[config.mk]
export PLATFORM = sky130hd
export DESIGN_NAME = sps_sequencer
export DESIGN_NICKNAME = d
export VERILOG_FILES = /design/src/shared/sps_pkg.sv /design/src/core/sps_sequencer.sv
export SDC_FILE = /design/constraint.sdc
export NUM_CORES = 1
export LEC_CHECK = 0
export BUFFER_PORTS_ARGS = -buffer_cell sky130_fd_sc_hd__clkbuf_2
export CAP_MARGIN = 20
export CELL_PAD_IN_SITES_DETAIL_PLACEMENT = 2
export CELL_PAD_IN_SITES_GLOBAL_PLACEMENT = 2
export CORE_MARGIN = 5
export CORE_UTILIZATION = 25
export CTS_CLUSTER_DIAMETER = 80
export CTS_CLUSTER_SIZE = 12
export DETAILED_ROUTE_END_ITERATION = 10
export PLACE_DENSITY_LB_ADDON = 0.3
export SYNTH_ARGS = -nofsm -noshare
export SYNTH_HDL_FRONTEND = slang
export SYNTH_SLANG_ARGS = --single-unit
[constraint.sdc]
create_clock -name core_clk -period 2.6 [get_ports core_clk]
set_clock_uncertainty 0.05 [all_clocks]
set_input_delay 0.13 -clock core_clk [delete_from_list [all_inputs] [get_ports core_clk]]
set_output_delay 0.13 -clock core_clk [all_outputs]
set_load 0.02 [all_outputs]
[src/shared/sps_pkg.sv]
// ==========================================
// Shared constants and types for the stepper phase sequencer
package sps_pkg;

    // ==========================================
    // Timing
    localparam int SPS_CLK_MHZ = 50;           // Core clock rate in MHz
    localparam int SPS_RESET_MIN_US = 10;      // Least reset hold after power-up
    localparam int SPS_RESET_MIN_CYC = SPS_RESET_MIN_US * SPS_CLK_MHZ;

    // ==========================================
    // Sequence geometry
    localparam int SPS_POS_W = 3;              // Width of the step index
    localparam logic [2:0] SPS_POS_INIT = 3'h0; // Initial step index
    localparam logic [2:0] SPS_POS_ONE = 3'h1;  // Half-step increment
    localparam logic [2:0] SPS_POS_TWO = 3'h2;  // Full-step increment
    localparam logic SPS_MODE_FULL = 1'b0;     // Mode select low: two-phase
    localparam logic SPS_DIR_FWD = 1'b0;       // Direction select low: forward

    // Winding drive set, one bit per phase output
    typedef struct packed {
        logic winding_one_pos;                 // Phase A
        logic winding_one_neg;                 // Phase A return
        logic winding_two_pos;                 // Phase B
        logic winding_two_neg;                 // Phase B return
    } sps_phase_t;

    localparam sps_phase_t SPS_PHASE_OFF = 4'h0; // All switches off

    // Half-step table: even index two windings, odd index one winding
    localparam logic [3:0] SPS_TABLE [0:7] = '{
        4'h9, 4'h8, 4'ha, 4'h2, 4'h6, 4'h4, 4'h5, 4'h1
    };

endpackage

[src/core/sps_sequencer.sv]
`timescale 1ns/1ns
// Functional notes
// - Advance one pattern per step clock rising edge.
// - Full-step two windings; half-step alternates one/two.
// - Sample mode select at step rising edge.
// - Mode low full-step, high half-step.
// - Direction select sets phase stepping order.
// - Direction low forward, high reverse.
// - Enable low forces all phase outputs off.
// - Enable high resumes from held position.
// - Reset low returns initial step, outputs off.
module sps_sequencer
    import sps_pkg::*;
(
    input wire logic core_clk,
    input wire logic resetn,
    input wire logic clk_en,
    input wire logic step_clock,
    input wire logic mode_select,
    input wire logic direction_select,
    input wire logic output_enable,
    output sps_phase_t phase_out,
    output logic [SPS_POS_W-1:0] step_position
);

    // ==========================================
    // Input synchronisers
    logic [3:0] sync_a;   // First stage, read only by second stage
    logic [3:0] sync_b;   // Second stage, safe for logic
    logic step_prev;      // Delayed step level for edge detection
    logic step_rise;      // One-cycle pulse on step rising edge
    logic step_go;        // Step edge accepted while driving
    logic mode_s;         // Synchronised mode select
    logic dir_s;          // Synchronised direction select
    logic en_s;           // Synchronised output enable
    logic [SPS_POS_W-1:0] pos;      // Current step index
    logic [SPS_POS_W-1:0] next_pos; // Index after the next step
    logic [SPS_POS_W-1:0] inc;      // Step size for the sampled mode
    sps_phase_t next_phase;         // Drive pattern for next cycle

    // Two flops on the step, mode, direction and enable pin inputs
    always_ff @(posedge core_clk) begin
        if (!resetn) begin
            sync_a <= 4'h0;
            sync_b <= 4'h0;
        end else if (clk_en) begin
            sync_a <= {step_clock, mode_select, direction_select,
                       output_enable};
            sync_b <= sync_a;
        end
    end

    assign step_rise = sync_b[3] & ~step_prev;
    assign mode_s = sync_b[2];
    assign dir_s = sync_b[1];
    assign en_s = sync_b[0];
    // Steps only count while the drive is on, so the position holds
    assign step_go = step_rise & en_s;

    // Edge detector history
    always_ff @(posedge core_clk) begin
        if (!resetn) begin
            step_prev <= 1'b0;
        end else if (clk_en) begin
            step_prev <= sync_b[3];
        end
    end

    // ==========================================
    // Position arithmetic
    always_comb begin
        // Mode is taken at the edge itself
        inc = (mode_s == SPS_MODE_FULL) ? SPS_POS_TWO : SPS_POS_ONE;
        // Odd index in full step moves one to rejoin the even set
        if (mode_s == SPS_MODE_FULL && pos[0]) begin
            inc = SPS_POS_ONE;
        end
        if (dir_s == SPS_DIR_FWD) begin
            next_pos = pos + inc;
        end else begin
            next_pos = pos - inc;
        end
        // Full step lands on even indices only: two windings on
        if (mode_s == SPS_MODE_FULL) begin
            next_pos[0] = 1'b0;
        end
    end

    // Step index advances once per step rising edge, wraps mod 8
    always_ff @(posedge core_clk) begin
        if (!resetn) begin
            pos <= SPS_POS_INIT;
        end else if (clk_en && step_go) begin
            // Held while the drive is off, resumes from here
            pos <= next_pos;
        end
    end

    // ==========================================
    // Output stage
    always_comb begin
        if (en_s) begin
            next_phase = SPS_TABLE[pos];
        end else begin
            next_phase = SPS_PHASE_OFF;
        end
    end

    // Registered winding drive
    always_ff @(posedge core_clk) begin
        if (!resetn) begin
            phase_out <= SPS_PHASE_OFF;
            step_position <= SPS_POS_INIT;
        end else if (clk_en) begin
            phase_out <= next_phase;
            step_position <= pos;
        end
    end
endmodule

* Word level (Yosys, flattened, before mapping)
Memories as Yosys holds them, arrays and structs flattened.
Index checks and enable logic that the tools add are counted.
** Storage, ports and cells
- Flip-flop bits (word level) :: 19
- ROM bits :: 32
- Bits of input ports :: 7
- Output and inout bits :: 7
- Word-level logic and storage cells :: 27
- Memories :: 1
** Operators by class
- Add/subtract/negate cells :: 2
- $lt $le $gt $ge :: 1
- Mux-type cells :: 7
- Bitwise operators :: 5
- Reductions and logical operators :: 2
** Memory list
- (no name shown) :: depth 8, bits a word 4, read ports 1, clocked after memory_dff 0, write ports 0, RTL line sps_sequencer.sv:103 : next_phase = SPS_TABLE[pos];
** Operator list (count)
- $mux 4 :: 3
- $ge 4x4->1 const B :: 1
- $mux 2 :: 2
- $not 3->4 :: 1
- $add 3x3->3 :: 1
- $mux 3 :: 1
- $sub 3x3->3 :: 1
- $and 1x1->1 :: 2
- $logic_and 1x1->1 :: 2
- $not 1->1 :: 2
- $mux 1 :: 1

* Logic depth before layout (Yosys ltp)
Gate-level depths: netlist of the first run.
- Depth in word-level cells :: 6
- Gate-level depth with buffers :: 5
- Gate-level depth less buffers :: 5

* Least setup slack after synthesis of the first run
No wires, ideal clock.
- Path kind :: reg2reg
- Start :: reg pos[0]
- End :: reg pos[2]
- Library setup time :: 0.070 ns
- Data arrival time :: 1.450 ns
- Required time :: 2.480 ns
- Path slack :: 1.030 ns
- Cell stages (with the launch flop) :: 6
- Buffers on the path :: 0
- Cells stage by stage :: dfxtp_1 nand2b_1 fa_1 xnor2_1 or3_1 a21boi_1
** On the way
- Cells in the longest elaborated chain, start to end :: 4
- Elaborated cells on any way between the ends :: 5
** Ends and longest elaborated chain
- start, declared :: RTL line sps_sequencer.sv:36 : logic [SPS_POS_W-1:0] pos;
- start signal, assigned :: RTL line sps_sequencer.sv:95 : pos <= next_pos;
- $logic_and 1x1->1 :: RTL line sps_sequencer.sv:75 : if (mode_s == SPS_MODE_FULL && pos[0]) begin
- $mux 2 :: RTL line sps_sequencer.sv:75
- $add 3x3->3 / $sub 3x3->3 (equally long branches) :: RTL line sps_sequencer.sv:79, sps_sequencer.sv:81
- $mux 3 * :: RTL line sps_sequencer.sv:78 : if (dir_s == SPS_DIR_FWD) begin
Mark *: on every way between the ends. The rest lies on a longest branch, timed or not.
A chain may end at the register's enable or synchronous reset.

* Worst setup path in the final report of the first run
Ends and elaborated chain as after synthesis.

==> results.sh, run 1 <==
export IMPL_areaGrowthSynthToFinish_pct=15.51
export IMPL_synth_warnings=0
export IMPL_slowest_delay_ns=0.41
export IMPL_p_leak_nw=0.3914
export IMPL_antenna_cells=0
export IMPL_endpoint_kind="flip-flop"
export IMPL_irDropWorstVdd_v=0.0002169
export IMPL_hp_class="input port to flip-flop"
export IMPL_fmax_mhz=588.8
export IMPL_p_total_w=0.0004934
export IMPL_ctsHoldBuffers=0
export IMPL_netlist_area_leader_share_pct=46.70
export IMPL_critPathLaunchType="flip-flop"
export IMPL_ys_ff_latch=19
export IMPL_grt_max_degree=20
export IMPL_die_x_um=67.08
export IMPL_drc=0
export IMPL_synth_avg_cell_area_um2=10.58
export IMPL_synth_edf_count=0
export IMPL_via_per_inst=4.415
export IMPL_cts_buffers=3
export IMPL_p_per_area_nw_per_um2=524.3
export IMPL_cts_clk_slew_worst_paths_ns=0.11
export IMPL_finalSetupTns_ns=0
export IMPL_arrival_ns=1.89
export IMPL_synth_area_leaders="dfxtp_1 47%, mux2i_1 16%, nor2b_1 11%"
export IMPL_fin_area_um2=940.9
export IMPL_synth_top_area_cell="dfxtp_1"
export IMPL_synth_nets=85
export IMPL_cts_resized=0
export IMPL_worstSkewPairLatency_ns=0.29
export IMPL_rsz0062_at_grt="no"
export IMPL_drt_iter0_drc=8
export IMPL_finalCriticalPeriod_ns=1.699
export IMPL_crit_required_ns=2.79
export IMPL_drt_pass1_iter_count=2
export IMPL_boundaryPins=14
export IMPL_hold_viol=0
export IMPL_core_region_area_um2=3078
export IMPL_ff_latch_area_um2=380.4
export IMPL_slew_headroom_pct=61.63
export IMPL_grt_total_usage_pct=8.846
export IMPL_slew_violations=0
export IMPL_dieArea_um2=4500
export IMPL_post_route_period_util_pct=65.33
export IMPL_dr_total_vias=596
export IMPL_fill_cells=357
export IMPL_ys_flop_type="dfxtp_1"
export IMPL_synthArstFlopShare_pct=0
export IMPL_gr_total_overflow=0
export IMPL_layout_nets=100
export IMPL_syn_instance_count=77
export IMPL_clkSinkCount=19
export IMPL_yosys_top_cells_count="19 x dfxtp_1, 14 x nor2b_1, 13 x mux2i_1"
export IMPL_drive_gt1_share_pct=18.68
export IMPL_placed_area_um2=914.6
export IMPL_critPathKind="flip-flop to flip-flop"
export IMPL_final_setup_worst_slack_ns=0.9015
export IMPL_port_buffers=13
export IMPL_crit_slowest_cell="fa_1"
export IMPL_post_drt_wl_per_cell_um=11.93
export IMPL_crit_chain="nand2b_1 > fa_1 > xnor2_1 > or3_1 > a21boi_1"
export IMPL_drv_cap=0
export IMPL_hp_start="step_clock"
export IMPL_status="complete, no violations"
export IMPL_grt_pass1_wl_mm=2.946
export IMPL_synth_most_common_cell="dfxtp_1"
export IMPL_antenna_found_initial=0
export IMPL_chipHeight_um=67.08
export IMPL_ys_seq_area_share_pct=46.70
export IMPL_cts_setup_buffers=0
export IMPL_worstMarginPinSlew_ns=0.5755
export IMPL_cts_tree="built"
export IMPL_htreeDepth=1
export IMPL_critical_path_max_fanout=7
export IMPL_wl_mm=1.610
export IMPL_grt_pass1_vias=649
export IMPL_dpl_worst_slack_ns=0.9063
export IMPL_multi_input_area_um2=410.4
export IMPL_gp_congestion=0.6576
export IMPL_syn_area_um2=814.5
export IMPL_yosysUniqueCellTypes=25
export IMPL_num_rows=20
export IMPL_rr_startpoint="pos[0]"
export IMPL_start_util_pct=26.46
export IMPL_clock_tree_buffer_depth=2
export IMPL_antenna_left=0
export IMPL_setup_viol=0
export IMPL_cts_root_buffer="clkbuf_4"
export IMPL_startpoint="pos[0]"
==> power breakdown <==
group          internal [W]  switching, W   total, W
clock network     0.0000597     0.0000904   0.000150
registers          0.000299    0.00000548   0.000304
logic             0.0000188     0.0000202  0.0000391
==> cell type report <==
type / instances / share of cell area (%)
Inverter: 1 / 0.3989
Multi-Input combinational cell: 54 / 43.62
Tap cell: 44 / 5.851
Sequential cell: 19 / 40.43
Clock buffer: 4 / 2.793
Timing Repair Buffer: 13 / 6.915
==> per-stage QoR <==
step / cells / hold WS [ns] / util, %
2_1_floorplan: 77 / 0.2082 / -
3_3_place_gp: 131 / 0.3401 / 29.72
3_5_place_dp: 131 / 0.3564 / 29.72
4_1_cts: 135 / 0.03113 / 30.57
5_1_grt: 135 / 0.03268 / 30.57
6_report: 135 / 0.04130 / 30.57
==> state kept, by name (all words and copies together) (netlist names) <==
| register | count |
|---|---|
| sync_b | 4 |
| pos | 3 |
| step_position | 3 |
| step_prev | 1 |
| sync_a | 4 |
| phase_out | 4 |
==> layout by cell type, fill, tap and decap left out, drive strengths merged, types with 2 or more instances in the layout <==
| cell type | instances |
|---|---|
| a21boi | 5 |
| clkbuf | 17 |
| dfxtp | 19 |
| mux2i | 13 |
| nand2 | 3 |
| nor2 | 2 |
| nor2b | 14 |
| nor3 | 3 |
| o21ai | 2 |
==> final timing paths <==
check	depth (start not counted)	slack (ns)	to
max	5	0.90	pos[2]
min	3	0.04	sync_a[3]
max reg2reg	5	0.90	pos[2]
min reg2reg	2	0.43	phase_out[2]
==> routing by layer <==
metal | GRT usage [%] | wire length (um) | part of all wire [%] | vias to the layer above
met4 | 2.278 | 13 | 0.81 | 0
met3 | 4.384 | 104 | 6.5 | 2
met1 | 10.36 | 759 | 47 | 286
met2 | 14.23 | 733 | 46 | 14
met5 | 0 | 0 | 0 | -
li1 | - | - | - | 294
==> kinds of logic after synthesis <==
| logic type | Yosys count | synth area share [%] |
|---|---|---|
| xor gates and xnor gates | 1 | 1.075 |
| AOI/OAI and AO/OA | 10 | 8.296 |
| adders and majority gates | 1 | 2.458 |
| DFF | 19 | 46.70 |
| buffers and inverters | 4 | 2.917 |
| and+or+nand+nor | 29 | 22.58 |
| muxes | 13 | 15.97 |
==> critical path, delay by kind of cell (launching register included) <==
kind | cells | cell delay (ns)
simple gates | 2 | 0.52
fa+ha+maj | 1 | 0.41
flops | 1 | 0.38
xor+xnor | 1 | 0.14
compound gates | 1 | 0.13
Note: power is estimated with default switching activity, not from simulation.
==> inputs of run 2 (changes only) <==
--- a/config.mk
+++ b/config.mk
@@ -5,6 +5,7 @@
 export SDC_FILE = /design/constraint.sdc
 export NUM_CORES = 1
 export LEC_CHECK = 0
+export ABC_AREA = 1
 export BUFFER_PORTS_ARGS = -buffer_cell sky130_fd_sc_hd__clkbuf_2
 export CAP_MARGIN = 20
 export CELL_PAD_IN_SITES_DETAIL_PLACEMENT = 2
==> constraint.sdc (replaced) <==
create_clock -name core_clk -period 1.7 [get_ports core_clk]
set_clock_uncertainty 0.05 [all_clocks]
set_input_delay 0.085 -clock core_clk [delete_from_list [all_inputs] [get_ports core_clk]]
set_output_delay 0.085 -clock core_clk [all_outputs]
set_load 0.02 [all_outputs]
==> results.sh, run 2 <==
export IMPL_clock_tree_buffer_depth=2
export IMPL_finalSetupTns_ns=0
export IMPL_rr_startpoint="pos[0]"
export IMPL_synth_top_area_cell="dfxtp_1"
export IMPL_htreeDepth=1
export IMPL_dpl_worst_slack_ns=0.1722
export IMPL_synth_warnings=0
export IMPL_cts_root_buffer="clkbuf_4"
export IMPL_r2r_cells=5
export IMPL_p_leak_nw=0.3991
export IMPL_slew_headroom_pct=81.66
export IMPL_ys_flop_type="dfxtp_1"
export IMPL_hp_class="input port to flip-flop"
export IMPL_drc=0
export IMPL_via_per_inst=4.675
export IMPL_gp_congestion=0.7733
export IMPL_setup_viol=0
export IMPL_layout_commonest_cell="dfxtp_1"
export IMPL_synth_nets=108
export IMPL_yosysUniqueCellTypes=17
export IMPL_multi_input_area_um2=329.1
export IMPL_worst_hold_path_endpoint="pos[2]"
export IMPL_critPathLaunchType="flip-flop"
export IMPL_areaGrowthSynthToFinish_pct=19.22
export IMPL_slew_violations=0
export IMPL_post_route_period_util_pct=90.61
export IMPL_finalCriticalPeriod_ns=1.540
export IMPL_hp_start="resetn"
export IMPL_drive_gt1_share_pct=16.95
export IMPL_ys_seq_area_share_pct=49.11
export IMPL_hold_viol=0
export IMPL_cts_clk_slew_worst_paths_ns=0.12
export IMPL_drv_cap=0
export IMPL_post_drt_wl_per_cell_um=12.77
export IMPL_post_dp_hpwl_mm=1.431
export IMPL_endpoint_kind="flip-flop"
export IMPL_cts_resized=0
export IMPL_synth_area_leaders="dfxtp_1 49%, o21ai_0 9.0%, nor2_1 8.7%"
export IMPL_ff_latch_area_um2=380.4
export IMPL_fmax_mhz=649.2
export IMPL_clkSinkCount=19
export IMPL_drt_iter0_drc=9
export IMPL_yosys_top_cells_count="19 x dfxtp_1, 18 x nor2_1, 14 x nand2_1, 14 x o21ai_0, 11 x a21oi_1"
export IMPL_critical_path_max_fanout=4
export IMPL_irDropWorstVdd_v=0.0003291
export IMPL_num_rows=20
export IMPL_cts_tree="built"
export IMPL_most_common_layout_cells="19 x dfxtp_1, 18 x nor2_1, 14 x nand2_1, 14 x o21ai_0, 13 x clkbuf_2"
export IMPL_synth_avg_cell_area_um2=7.745
export IMPL_arrival_ns=1.69
export IMPL_boundaryPins=14
export IMPL_dp_cells=143
export IMPL_syn_area_um2=774.5
export IMPL_crit_required_ns=1.85
export IMPL_critPathKind="flip-flop to flip-flop"
export IMPL_wl_mm=1.929
export IMPL_synthArstFlopShare_pct=0
export IMPL_drt_pass1_iter_count=2
export IMPL_worstHoldPathCells=3
export IMPL_core_region_area_um2=3003
export IMPL_start_util_pct=25.79
export IMPL_grt_total_usage_pct=10.17
export IMPL_top_regs="phase_out: 4 flops, sync_a: 4 flops, sync_b: 4 flops"
export IMPL_r2r_end="pos[1]"
export IMPL_netlist_area_leader_share_pct=49.11
export IMPL_antenna_cells=0
export IMPL_antenna_found_initial=0
export IMPL_chipHeight_um=65.66
export IMPL_hold_worst_slack_ns=0.1214
export IMPL_synth_most_common_cell="dfxtp_1"
export IMPL_topRoutingLayerUsed="met4"
export IMPL_grt_pass1_wl_mm=3.422
export IMPL_utilization_pct=30.75
export IMPL_rsz0062_at_grt="no"
export IMPL_status="complete, no violations"
export IMPL_final_cell_count_no_fill=151
export IMPL_dieArea_um2=4311
export IMPL_antenna_left=0
export IMPL_synth_edf_count=0
export IMPL_ys_ff_latch=19
export IMPL_layout_nets=127
export IMPL_final_setup_worst_slack_ns=0.1596
export IMPL_syn_instance_count=100
export IMPL_die_x_um=65.66
export IMPL_grt_pass1_vias=765
export IMPL_dr_wl_met3_um=42
export IMPL_worstMarginPinSlew_ns=0.2751
export IMPL_gr_total_overflow=0
export IMPL_met2_length_um=966
export IMPL_startpoint="pos[0]"
export IMPL_r2r_slack_ns=0.16
export IMPL_p_per_area_nw_per_um2=860.8
export IMPL_worstSkewPairLatency_ns=0.30
export IMPL_fill_cells=348
export IMPL_cts_buffers=3
export IMPL_port_buffers=13
export IMPL_grt_max_degree=17
export IMPL_wl_met1_um=889
export IMPL_dr_total_vias=706
==> run 2: power by group <==
| group | switching [W] | leakage [nW] | total [W] | internal [W] |
|---|---|---|---|---|
| clock network | 0.000141 | 0.0150 | 0.000232 | 0.0000913 |
| registers | 0.0000102 | 0.156 | 0.000476 | 0.000465 |
| logic | 0.0000552 | 0.228 | 0.0000874 | 0.0000322 |
==> run 2: stage by stage <==
| step | power (W) | area [um2] |
|---|---|---|
| final | 0.0007949 | 923.4 |
| after global routing | 0.0008444 | 923.4 |
| after CTS | 0.0008102 | 923.4 |
| after detailed placement | 0.0005673 | 857.1 |
| after global placement | 0.0005641 | 857.1 |
| after floorplan | 0.0005418 | 774.5 |
==> run 2: worst max-delay path by stage <==
stage                     slack (ns)  endpoint  depth (start not counted)
after floorplan                 0.32    pos[1]                          5
after global placement          0.16    pos[1]                          5
after detailed placement        0.17    pos[1]                          5
after CTS                       0.14    pos[1]                          5
after global routing            0.06    pos[1]                          5
final                           0.16    pos[1]                          5
==> run 2: final cells by class <==
type                    instances  share of cell area [%]
clock buffers                   4                   2.846
well taps                      33                   4.472
inverters                      11                   4.472
repair buffers                 17                   11.38
multi-input cells              67                   35.64
flip-flops and latches         19                   41.19
==> run 2: critical path: stages, from the launching register on <==
cell and delay, ns:
dfxtp_1 0.40, inv_1 0.10, a21oi_1 0.19, fa_1 0.44, nor3_1 0.21, nor2_1 0.06
==> run 2: routing by layer <==
layer  global-route usage, %  vias to the layer above
met3                   1.709                        4
met2                   17.77                        8
met5                       0                        -
met1                   12.28                      337
met4                   3.886                        0
li1                        -                      357
==> run 2: logic make-up (layout without fill, tap and decap cells) <==
| family | count (synthesis) | count (layout) | synth area share, % |
|---|---|---|---|
| AO/OA/AOI/OAI | 27 | 27 | 18.26 |
| adder cells (fa/ha/maj) | 1 | 1 | 2.585 |
| buffers and inverters | 14 | 32 | 8.400 |
| flip-flops | 19 | 19 | 49.11 |
| AND/OR/NAND/NOR | 39 | 39 | 21.65 |
==> run 2: what timing repair did <==
item                      in CTS  in global routing
hold buffers                   4                  0
setup buffers                  0                  0
hold endpoints to repair       4                  0
==> inputs of run 3 (changes only) <==
--- a/config.mk
+++ b/config.mk
@@ -15,6 +15,7 @@
 export CTS_CLUSTER_DIAMETER = 80
 export CTS_CLUSTER_SIZE = 12
 export DETAILED_ROUTE_END_ITERATION = 10
+export HOLD_SLACK_MARGIN = 0.15
 export PLACE_DENSITY_LB_ADDON = 0.3
 export SYNTH_ARGS = -nofsm -noshare
 export SYNTH_HDL_FRONTEND = slang
==> constraint.sdc (replaced) <==
create_clock -name core_clk -period 1.6 [get_ports core_clk]
set_clock_uncertainty 0.05 [all_clocks]
set_input_delay 0.08 -clock core_clk [delete_from_list [all_inputs] [get_ports core_clk]]
set_output_delay 0.08 -clock core_clk [all_outputs]
set_load 0.02 [all_outputs]
==> results.sh, run 3 (same netlist as run 2, synthesis figures left out) <==
export IMPL_wl_mm=2.090
export IMPL_startpoint="sync_b[2]"
export IMPL_most_common_layout_cells="18 x dfxtp_1, 17 x nor2_1, 14 x nand2_1, 14 x o21ai_0, 13 x clkbuf_2"
export IMPL_gr_total_overflow=0
export IMPL_top_regs="phase_out: 4 flops, sync_a: 4 flops, sync_b: 4 flops"
export IMPL_dr_total_vias=730
export IMPL_drt_pass1_iter_count=4
export IMPL_post_dp_hpwl_mm=1.431
export IMPL_core_region_area_um2=3003
export IMPL_rsz0062_at_grt="no"
export IMPL_hp_start="clk_en"
export IMPL_areaGrowthSynthToFinish_pct=25.36
export IMPL_fill_cells=348
export IMPL_setup_viol=0
export IMPL_critPathLaunchType="flip-flop"
export IMPL_rr_startpoint="sync_b[2]"
export IMPL_slew_headroom_pct=81.44
export IMPL_grt_total_usage_pct=11.10
export IMPL_fmax_mhz=672.5
export IMPL_die_x_um=65.66
export IMPL_clock_tree_buffer_depth=2
export IMPL_ff_latch_area_um2=381.6
export IMPL_antenna_left=0
export IMPL_p_per_area_nw_per_um2=883.0
export IMPL_endpoint_kind="flip-flop"
export IMPL_p_total_w=0.0008573
export IMPL_chipHeight_um=65.66
export IMPL_grt_pass1_wl_mm=3.670
export IMPL_antenna_found_initial=0
export IMPL_post_route_period_util_pct=92.94
export IMPL_status="complete, no violations"
export IMPL_drt_iter0_drc=11
export IMPL_dieArea_um2=4311
export IMPL_clkSinkCount=19
export IMPL_antenna_cells=0
export IMPL_cts_root_buffer="clkbuf_4"
export IMPL_htreeDepth=1
export IMPL_irDropWorstVdd_v=0.0003475
export IMPL_arrival_ns=1.64
export IMPL_drive_gt1_share_pct=18.85
export IMPL_cts_buffers=3
export IMPL_via_per_inst=4.710
export IMPL_p_leak_nw=0.4190
export IMPL_drc=0
export IMPL_gp_congestion=0.7733
export IMPL_finalCriticalPeriod_ns=1.487
export IMPL_hp_class="input port to flip-flop"
export IMPL_layout_commonest_cell="dfxtp_1"
export IMPL_hold_viol=0
export IMPL_grt_pass1_vias=787
export IMPL_cts_setup_buffers=0
export IMPL_start_util_pct=25.79
export IMPL_num_rows=20
export IMPL_worstSkewPairLatency_ns=0.30
export IMPL_grt_max_degree=17
export IMPL_post_drt_wl_per_cell_um=13.48
export IMPL_multi_input_area_um2=335.3
export IMPL_worstMarginPinSlew_ns=0.2780
export IMPL_critPathKind="flip-flop to flip-flop"
export IMPL_cts_clk_slew_worst_paths_ns=0.11
export IMPL_cts_tree="built"
export IMPL_slew_violations=0
export IMPL_critical_path_max_fanout=3
export IMPL_layout_nets=131
export IMPL_port_buffers=13
export IMPL_crit_required_ns=1.75
export IMPL_drv_cap=0
export IMPL_finalSetupTns_ns=0
export IMPL_boundaryPins=14
## run 3: final timing paths
path,slack [ns],end,cells after the start
setup / recovery,0.11,pos[2],10
hold / removal,0.19,sync_b[0],3
setup reg to reg,0.11,pos[2],10
hold reg to reg,0.42,step_prev,2
## run 3: area by class of cell
class	count	share of cell area [%]
clock buffer	4	2.706
timing repair buffer	21	14.95
tap	33	4.253
multi-input combinational	67	34.54
sequential	19	39.30
inverter	11	4.253
## run 3: per-layer routing
layer / GRT usage (%) / part of all wire, % / up-vias
met4: 3.886 / 1.4 / 0
li1: - / - / 364
met1: 12.70 / 43 / 354
met5: 0 / 0 / -
met3: 1.709 / 2.0 / 4
met2: 20.53 / 54 / 8
## run 3: power breakdown
group          total [W]  internal, W  switching [W]
Sequential      0.000506     0.000495      0.0000111
Clock           0.000247    0.0000970       0.000150
Combinational   0.000105    0.0000418      0.0000632
## run 3: stage by stage
stage	util (%)	std cells	cell area, um2	hold WS, ns	setup WS (ns)
floorplan	-	100	774.5	0.1649	0.2232
global placement	28.54	143	857.1	0.2535	0.05655
detailed placement	28.54	143	857.1	0.2623	0.07217
CTS	32.08	155	963.4	0.1935	0.03872
global route	32.33	155	970.9	0.2390	0.009685
finish	32.33	155	970.9	0.1933	0.1129
## run 3: critical path, stage by stage (launching register included)
cell	delay [ns]
dfxtp_1	0.33
inv_1	0.07
nor2_2	0.11
inv_1	0.07
fa_1	0.40
inv_1	0.07
nand2_1	0.04
nand2_1	0.08
nand3_1	0.08
nand2_1	0.06
nor2_1	0.04
## run 3: repair_timing
item | in CTS | in global routing
endpoints found under the hold margin | 13 | 0
endpoints found under the setup margin | 0 | 2
hold buffers | 8 | 0
resized for setup | 0 | 3
